**src/psmux_defines.svh**
```systemverilog
`ifndef PSMUX_DEFINES_SVH
`define PSMUX_DEFINES_SVH

// ==========================================================
// Register map (byte addresses)
`define PSMUX_ADDR_W        4
`define PSMUX_CTRL_OFS      4'h0
`define PSMUX_STAT_OFS      4'h4

// ==========================================================
// Field positions
`define PSMUX_CTRL_FLOAT    0
`define PSMUX_STAT_ADDR_LO  0
`define PSMUX_STAT_ADDR_HI  2
`define PSMUX_STAT_ANEG     3
`define PSMUX_STAT_COMBO    4
`define PSMUX_STAT_LINK     5
`define PSMUX_STAT_TST_EXEC 6
`define PSMUX_STAT_SCRBYP   7
`define PSMUX_STAT_FLOAT    8

// ==========================================================
// Reset values and responses
`define PSMUX_CTRL_RST      1'h0
`define PSMUX_WORD_RST      32'h0000_0000
`define PSMUX_RESP_OKAY     2'h0
`define PSMUX_RESP_SLVERR   2'h2

`endif

```
**src/psmux_pkg.sv**
```systemverilog
`default_nettype none

package psmux_pkg;

   typedef enum logic {
      PSMUX_ADAPTER,
      PSMUX_REPEATER
   } psmux_mode_t;

   typedef struct packed {
      logic        aw_have;
      logic [3:0]  awaddr;
      logic        w_have;
      logic [31:0] wdata;
      logic [3:0]  wstrb;
      logic        bvalid;
      logic [1:0]  bresp;
      logic        rvalid;
      logic [31:0] rdata;
      logic [1:0]  rresp;
      logic        float_req;
      logic [2:0]  mgmt_addr;
      logic        aneg_en;
      logic        combo;
      logic        link_ok;
      logic        test_exec;
      logic        tclk;
      logic        scr_byp;
      logic        float_val;
      logic        float_oe;
   } psmux_state_t;

endpackage

`default_nettype wire

```
**src/psmux_if.sv**
```systemverilog
`timescale 1ns/1ps
`default_nettype none

interface psmux_if;
   psmux_pkg::psmux_mode_t mode;
   logic       test_en;
   logic       pin0;
   logic       pin1;
   logic       pin2;
   logic       strap;
   logic       scr_in;
   logic       float_req;
   logic [2:0] mgmt_addr;
   logic       aneg_en;
   logic       combo;
   logic       link_ok;
   logic       test_exec;
   logic       tclk;
   logic       scr_byp;
   logic       float_val;
   logic       float_oe;

   modport dec (
      input  mode, test_en, pin0, pin1, pin2, strap, scr_in, float_req,
      output mgmt_addr, aneg_en, combo, link_ok, test_exec, tclk, scr_byp,
             float_val, float_oe
   );
   modport core (
      output mode, test_en, pin0, pin1, pin2, strap, scr_in, float_req,
      input  mgmt_addr, aneg_en, combo, link_ok, test_exec, tclk, scr_byp,
             float_val, float_oe
   );
endinterface

`default_nettype wire

```
**src/psmux_pin_decode.sv**
```systemverilog
`timescale 1ns/1ps
`default_nettype none

module psmux_pin_decode (
   psmux_if.dec p
);
   logic rep;
   logic combo;

   always_comb begin
      rep   = (p.mode == psmux_pkg::PSMUX_REPEATER);
      combo = !rep && p.strap;
      // Test use of the low address pins overrides the address
      p.mgmt_addr[0] = rep && !p.test_en && p.pin0;
      p.mgmt_addr[1] = rep && !p.test_en && p.pin1;
      p.mgmt_addr[2] = rep && p.pin2;
      p.test_exec    = p.test_en && p.pin1;
      p.tclk         = p.test_en && p.pin0;
      p.aneg_en      = rep ? !p.strap : 1'b1;
      p.combo        = combo;
      p.link_ok      = combo && !p.pin2;
      p.float_oe     = combo;
      p.float_val    = combo && p.float_req;
      p.scr_byp      = p.scr_in;
   end

endmodule // psmux_pin_decode

`default_nettype wire

```
**src/psmux_top.sv**
```systemverilog
// Overview of operation
// - In repeater mode with test enable low the address-bit-one pin gives management address bit 1.
// - In repeater mode with test enable low the address-bit-zero pin gives management address bit 0.
// - With test enable high the address-bit-one pin is the test execute command.
// - With test enable high the address-bit-zero pin is the test clock, not an address bit.
// - In repeater mode a high auto-negotiation strap disables auto-negotiation.
// - In adapter mode the shared strap enables combo mode and the slave PHY pins.
// - In adapter combo mode a low link status pin means the slave link is valid.
// - A high scrambler bypass input bypasses scrambler and descrambler.
// - In repeater mode the address-bit-two pin gives management address bit 2.
// - In adapter mode float plus combo makes the slave PHY float its outputs.
`timescale 1ns/1ps
`default_nettype none
`include "psmux_defines.svh"

module psmux_top (
   // Clock and reset
   input  wire logic        i_core_clk,
   input  wire logic        i_nrst,
   // Mode and strap pins
   input  wire logic        i_repeater_mode,
   input  wire logic        i_test_enable,
   input  wire logic        i_mgmt_addr_bit0_pin,
   input  wire logic        i_mgmt_addr_bit1_pin,
   input  wire logic        i_mgmt_addr_bit2_pin,
   input  wire logic        i_autoneg_off_strap,
   input  wire logic        i_scrambler_bypass,
   // Decoded pin functions
   output logic [2:0]       o_mgmt_addr,
   output logic             o_autoneg_enable,
   output logic             o_combo_mode_enable,
   output logic             o_slave_link_valid,
   output logic             o_test_execute_cmd,
   output logic             o_test_clk,
   output logic             o_scrambler_bypass,
   output logic             o_slave_output_float_o,
   output logic             o_slave_output_float_oe,
   // AXI4-Lite write
   input  wire logic [3:0]  i_s_axi_awaddr,
   input  wire logic        i_s_axi_awvalid,
   output logic             o_s_axi_awready,
   input  wire logic [31:0] i_s_axi_wdata,
   input  wire logic [3:0]  i_s_axi_wstrb,
   input  wire logic        i_s_axi_wvalid,
   output logic             o_s_axi_wready,
   output logic [1:0]       o_s_axi_bresp,
   output logic             o_s_axi_bvalid,
   input  wire logic        i_s_axi_bready,
   // AXI4-Lite read
   input  wire logic [3:0]  i_s_axi_araddr,
   input  wire logic        i_s_axi_arvalid,
   output logic             o_s_axi_arready,
   output logic [31:0]      o_s_axi_rdata,
   output logic [1:0]       o_s_axi_rresp,
   output logic             o_s_axi_rvalid,
   input  wire logic        i_s_axi_rready
);

   psmux_pkg::psmux_state_t st_reg;
   psmux_pkg::psmux_state_t st_next;
   psmux_if                 pins ();

   // ==========================================================
   // Pin function decode
   assign pins.mode      = i_repeater_mode ? psmux_pkg::PSMUX_REPEATER
                                           : psmux_pkg::PSMUX_ADAPTER;
   assign pins.test_en   = i_test_enable;
   assign pins.pin0      = i_mgmt_addr_bit0_pin;
   assign pins.pin1      = i_mgmt_addr_bit1_pin;
   assign pins.pin2      = i_mgmt_addr_bit2_pin;
   assign pins.strap     = i_autoneg_off_strap;
   assign pins.scr_in    = i_scrambler_bypass;
   assign pins.float_req = st_reg.float_req;

   psmux_pin_decode u_decode (
      .p (pins.dec)
   );

   // ==========================================================
   // Bus handshakes
   // One write and one read in flight; channels stall until answered
   assign o_s_axi_awready = !st_reg.aw_have && !st_reg.bvalid;
   assign o_s_axi_wready  = !st_reg.w_have && !st_reg.bvalid;
   assign o_s_axi_arready = !st_reg.rvalid;

   // ==========================================================
   // Next state
   always_comb begin
      logic        aw_hs;
      logic        w_hs;
      logic [31:0] stat;
      aw_hs   = i_s_axi_awvalid && o_s_axi_awready;
      w_hs    = i_s_axi_wvalid && o_s_axi_wready;
      stat    = `PSMUX_WORD_RST;
      st_next = st_reg;

      // Pin functions registered so data outputs come from flops
      st_next.mgmt_addr = pins.mgmt_addr;
      st_next.aneg_en   = pins.aneg_en;
      st_next.combo     = pins.combo;
      st_next.link_ok   = pins.link_ok;
      st_next.test_exec = pins.test_exec;
      st_next.tclk      = pins.tclk;
      st_next.scr_byp   = pins.scr_byp;
      st_next.float_val = pins.float_val;
      st_next.float_oe  = pins.float_oe;

      stat[`PSMUX_STAT_ADDR_HI:`PSMUX_STAT_ADDR_LO] = st_reg.mgmt_addr;
      stat[`PSMUX_STAT_ANEG]   = st_reg.aneg_en;
      stat[`PSMUX_STAT_COMBO]  = st_reg.combo;
      stat[`PSMUX_STAT_LINK]   = st_reg.link_ok;
      stat[`PSMUX_STAT_TST_EXEC] = st_reg.test_exec;
      stat[`PSMUX_STAT_SCRBYP] = st_reg.scr_byp;
      stat[`PSMUX_STAT_FLOAT]  = st_reg.float_val;

      // Write path: address and data in either order
      if (aw_hs) begin
         st_next.aw_have = 1'b1;
         st_next.awaddr  = i_s_axi_awaddr;
      end
      if (w_hs) begin
         st_next.w_have = 1'b1;
         st_next.wdata  = i_s_axi_wdata;
         st_next.wstrb  = i_s_axi_wstrb;
      end
      if (st_next.aw_have && st_next.w_have && !st_reg.bvalid) begin
         st_next.aw_have = 1'b0;
         st_next.w_have  = 1'b0;
         st_next.bvalid  = 1'b1;
         if (st_next.awaddr == `PSMUX_CTRL_OFS) begin
            st_next.bresp = `PSMUX_RESP_OKAY;
            if (st_next.wstrb[0]) begin
               st_next.float_req = st_next.wdata[`PSMUX_CTRL_FLOAT];
            end
         end else if (st_next.awaddr == `PSMUX_STAT_OFS) begin
            st_next.bresp = `PSMUX_RESP_OKAY;
         end else begin
            st_next.bresp = `PSMUX_RESP_SLVERR;
         end
      end else if (st_reg.bvalid && i_s_axi_bready) begin
         st_next.bvalid = 1'b0;
      end

      // Read path
      if (i_s_axi_arvalid && o_s_axi_arready) begin
         st_next.rvalid = 1'b1;
         if (i_s_axi_araddr == `PSMUX_CTRL_OFS) begin
            st_next.rdata = `PSMUX_WORD_RST;
            st_next.rdata[`PSMUX_CTRL_FLOAT] = st_reg.float_req;
            st_next.rresp = `PSMUX_RESP_OKAY;
         end else if (i_s_axi_araddr == `PSMUX_STAT_OFS) begin
            st_next.rdata = stat;
            st_next.rresp = `PSMUX_RESP_OKAY;
         end else begin
            st_next.rdata = `PSMUX_WORD_RST;
            st_next.rresp = `PSMUX_RESP_SLVERR;
         end
      end else if (st_reg.rvalid && i_s_axi_rready) begin
         st_next.rvalid = 1'b0;
      end
   end

   // ==========================================================
   // State register
   always_ff @(posedge i_core_clk or negedge i_nrst) begin
      if (!i_nrst) begin
         st_reg         <= '0;
         st_reg.aneg_en <= 1'b1;
      end else begin
         st_reg <= st_next;
      end
   end

   // ==========================================================
   // Outputs
   assign o_mgmt_addr             = st_reg.mgmt_addr;
   assign o_autoneg_enable        = st_reg.aneg_en;
   assign o_combo_mode_enable     = st_reg.combo;
   assign o_slave_link_valid      = st_reg.link_ok;
   assign o_test_execute_cmd      = st_reg.test_exec;
   assign o_test_clk              = st_reg.tclk;
   assign o_scrambler_bypass      = st_reg.scr_byp;
   assign o_slave_output_float_o  = st_reg.float_val;
   assign o_slave_output_float_oe = st_reg.float_oe;
   assign o_s_axi_bvalid          = st_reg.bvalid;
   assign o_s_axi_bresp           = st_reg.bresp;
   assign o_s_axi_rvalid          = st_reg.rvalid;
   assign o_s_axi_rdata           = st_reg.rdata;
   assign o_s_axi_rresp           = st_reg.rresp;
endmodule // psmux_top

`default_nettype wire

```
**config.mk**
```make
export PLATFORM = sky130hd
export DESIGN_NAME = psmux_top
export DESIGN_NICKNAME = d
export VERILOG_FILES = /design/src/psmux_pkg.sv /design/src/psmux_if.sv /design/src/psmux_pin_decode.sv /design/src/psmux_top.sv
export VERILOG_INCLUDE_DIRS = /design/src /design/src/src
export SDC_FILE = /design/constraint.sdc
export NUM_CORES = 1
export LEC_CHECK = 0
export ABC_CLOCK_PERIOD_IN_PS = 4800
export BUFFER_PORTS_ARGS = -buffer_cell sky130_fd_sc_hd__buf_2
export CAP_MARGIN = 0
export CORE_AREA = 2 2 88 48
export DETAILED_ROUTE_END_ITERATION = 12
export DIE_AREA = 0 0 90 50
export GPL_ROUTABILITY_DRIVEN = 0
export MAX_ROUTING_LAYER = met4
export PLACE_DENSITY = 0.86
export SLEW_MARGIN = 40
export SYNTH_ARGS = -nofsm -noshare
export SYNTH_HDL_FRONTEND = slang
export SYNTH_HIERARCHICAL = 1
export SYNTH_SLANG_ARGS = --single-unit
```
**constraint.sdc**
```tcl
create_clock -name i_core_clk -period 4.8 [get_ports i_core_clk]
set_input_delay 0.72 -clock i_core_clk [delete_from_list [all_inputs] [get_ports i_core_clk]]
set_output_delay 0.72 -clock i_core_clk [all_outputs]
set_load 0.02 [all_outputs]
```
==> impl_results.md <==
- First-pass GRT wire length: approximately 4.5 mm
- RSZ-0062 raised after global routing: false
- RR Startpoint: o_s_axi_bvalid$_DFFE_PN0P_
- Fraction of layout cells with a size suffix above 1: approximately 41%
- Largest net degree at the start of global routing: 34
- P&R area growth vs syn: 13.4%
- Commonest non-fill, non-tap cell in the layout: buf_2
- Max-cap viol count: 0
- First-pass iteration count of the detailed router: 4
- Synth cell types: 28
- Core area: 3720 µm²
- Clk sinks: 33
- Max IR drop VDD: between 0.0001 and 0.00015 V
- R2r worst-path depth: 4
- # H-tree levels: 2
- Post-CTS sizing: 0
- Rows: 16
- Clock Skews: between 0.002 and 0.003 ns
- Most frequent cells in the layout: buf_2, dfrtp_1, conb_1, a22o_1
- Clock buffer depth: 2
- 1st-iter DRT viols: 36
- # hold bufs at CTS: 0
- Period utilization: between 40 and 50%
- CTS root buf: clkbuf_8
- Cell area after synthesis: about 1600 µm²
- Placed cell area: 1670 µm²
- Worst-Skew Late Latency: between 0.2 and 0.3 ns
- Reg clk slew, reported paths: 0.06 ns
- Syn Area/Cell: ~12 µm²
- Port Buffers: 50
- Fin. Hold Viols: 0
- DRC Markers: 0
- Initial Util: a little over two fifths
- Flip-flop and latch count after synthesis: 33
- Startpoint Class: primary input
- Area occupied by multi-input gates: 513 µm²
- Final instance area: 1790 µm²
- Detail Route Antenna Nets: 0
- Number of global-route vias before repair: a little over 900
- Post-synthesis sequential area ratio: roughly 52%
- Max Slew Vio Count: 0
- Die area: 4500 µm²
- DR vias/cell: 4.13
- FF/Latch Area: 827 µm²
- WS Path Type: in2reg
- Max Fclk: slightly above 500 MHz
- DR WL/cell: around 12 µm
- Fillers: around 350
- Synth Instances: around 130
- PwrDens: around 480 nW/µm²
- Worst Setup SP: i_s_axi_awvalid
- Max reg flops: 9
- ANT cells: 0
- Critical Path Fanout Max: 5
- Worst EP required: between 4 and 5 ns
- Final setup vio count: 0
- Grt total ovfl: 0
- Die height: roughly 50 µm
- Period minus WS final: just under 2 ns
- Die Wd: around 90 µm
- Worst path arrival time: between 2 and 2.5 ns
- Total Nets Final: ~230
- Status: finished, final reports clean
- Ports: 110
- Post-CTS Setup Repair Bufs: 0
- CP Capture Type: flop
- Cts bufs inserted: 5
- CTS tree: yes
- HP Class: in2async
- DR vias: between 900 and 1,000
- Total Wirelength: between 2 and 3 mm
- Hpwl dp: roughly 2.1 mm
- Total GRT Usage: 13.5%
- Initial antenna violation count: 0
- Static Leak: 0.961 nW
- Setup tns final: 0 ns
- Ys Warns: 6
[final timing paths]
path                                                end  slack, ns
setup / recovery             pins.float_req$_DFFE_PN0P_       2.83
hold / removal                     st_reg[88]$_DFF_PN0_       0.37
setup reg to reg             pins.float_req$_DFFE_PN0P_       2.90
hold reg to reg            o_s_axi_rresp[1]$_DFFE_PN0P_       0.47
max in group asynchronous    o_autoneg_enable$_DFF_PN1_       4.10
min in group i_core_clk    o_s_axi_rresp[1]$_DFFE_PN0P_       0.47
[where the power goes]
group / leakage [nW] / switching [mW] / total, mW / internal (mW)
clock: 0.0585 / 0.0925 / 0.262 / 0.169
combinational: 0.483 / 0.129 / 0.226 / 0.0969
sequential: 0.420 / 0.0381 / 0.370 / 0.332
total: 0.961 / 0.260 / 0.858 / 0.598
[Yosys cell counts]
| master | instances | area, µm² |
|---|---|---|
| buf_4 | 41 | 308 |
| dfrtp_1 | 32 | 801 |
| a22o_1 | 8 | 70.1 |
| mux2_2 | 6 | 67.6 |
| nor2_1 | 6 | 22.5 |
| nand2_1 | 5 | 18.8 |
| o21ai_0 | 5 | 25.0 |
| and2_1 | 3 | 18.8 |
| and3b_1 | 3 | 26.3 |
| inv_1 | 3 | 11.3 |
| a21oi_1 | 2 | 10.0 |
| clkbuf_1 | 2 | 7.51 |
| nor3b_1 | 2 | 15.0 |
| and2b_1 | 1 | 7.51 |
| and4_1 | 1 | 8.76 |
| conb_1 | 1 | 3.75 |
| dfstp_2 | 1 | 26.3 |
| mux2_1 | 1 | 11.3 |
| mux2_4 | 1 | 15.0 |
| mux2i_1 | 1 | 10.0 |
| nor2b_1 | 1 | 6.26 |
| nor3_1 | 1 | 5.00 |
| nor3b_2 | 1 | 12.5 |
| nor3b_4 | 1 | 18.8 |
| nor4b_4 | 1 | 23.8 |
| o21a_1 | 1 | 7.51 |
| o21ai_2 | 1 | 8.76 |
| o21ba_2 | 1 | 10.0 |
[logic make-up (layout without fill, tap and decap cells)]
| family | count (synthesis) | count (layout) | synth area share, % |
|---|---|---|---|
| muxes | 9 | 9 | 6.59 |
| other | 1 | 25 | 0.238 |
| AOI/OAI and AO/OA | 18 | 18 | 8.33 |
| DFF | 33 | 33 | 52.5 |
| buffers and inverters | 46 | 61 | 20.7 |
| and+or+nand+nor | 26 | 26 | 11.7 |
[metal layers]
| metal | share of wire [%] | global-route usage, % | routed length [µm] |
|---|---|---|---|
| met3 | 7.3 | 5.35 | 195 |
| met1 | 52 | 18.8 | 1380 |
| met2 | 40 | 18.2 | 1070 |
| met4 | 0.53 | 3.85 | 14 |
| met5 | 0 | - | 0 |
[critical path: stages]
cell and delay [ns]:
buf_2 0.11, nor3b_4 0.34, mux2_4 0.35, nor4b_4 0.27
mux2_1 0.34
[layout make-up]
type | count | share of cell area (%)
well taps | 54 | 3.78
clock buffers | 7 | 4.83
inverters | 3 | 0.630
clock inverters | 1 | 1.68
multi-input cells | 78 | 28.7
flip-flops and latches | 33 | 46.3
repair buffers | 50 | 14.1
[per-stage QoR]
step | hold slack, ns | worst slack (ns) | std cells | util, % | power [mW]
floorplan | 0.424 | 2.75 | 157 | - | 0.563
global placement | 0.461 | 2.55 | 218 | 44.8 | 0.600
detailed placement | 0.466 | 2.52 | 218 | 44.8 | 0.605
CTS | 0.480 | 2.82 | 226 | 48.0 | 0.871
global route | 0.397 | 2.74 | 226 | 48.0 | 0.919
finish | 0.370 | 2.83 | 226 | 48.0 | 0.858
No activity file was read; power rests on OpenSTA's default activity.
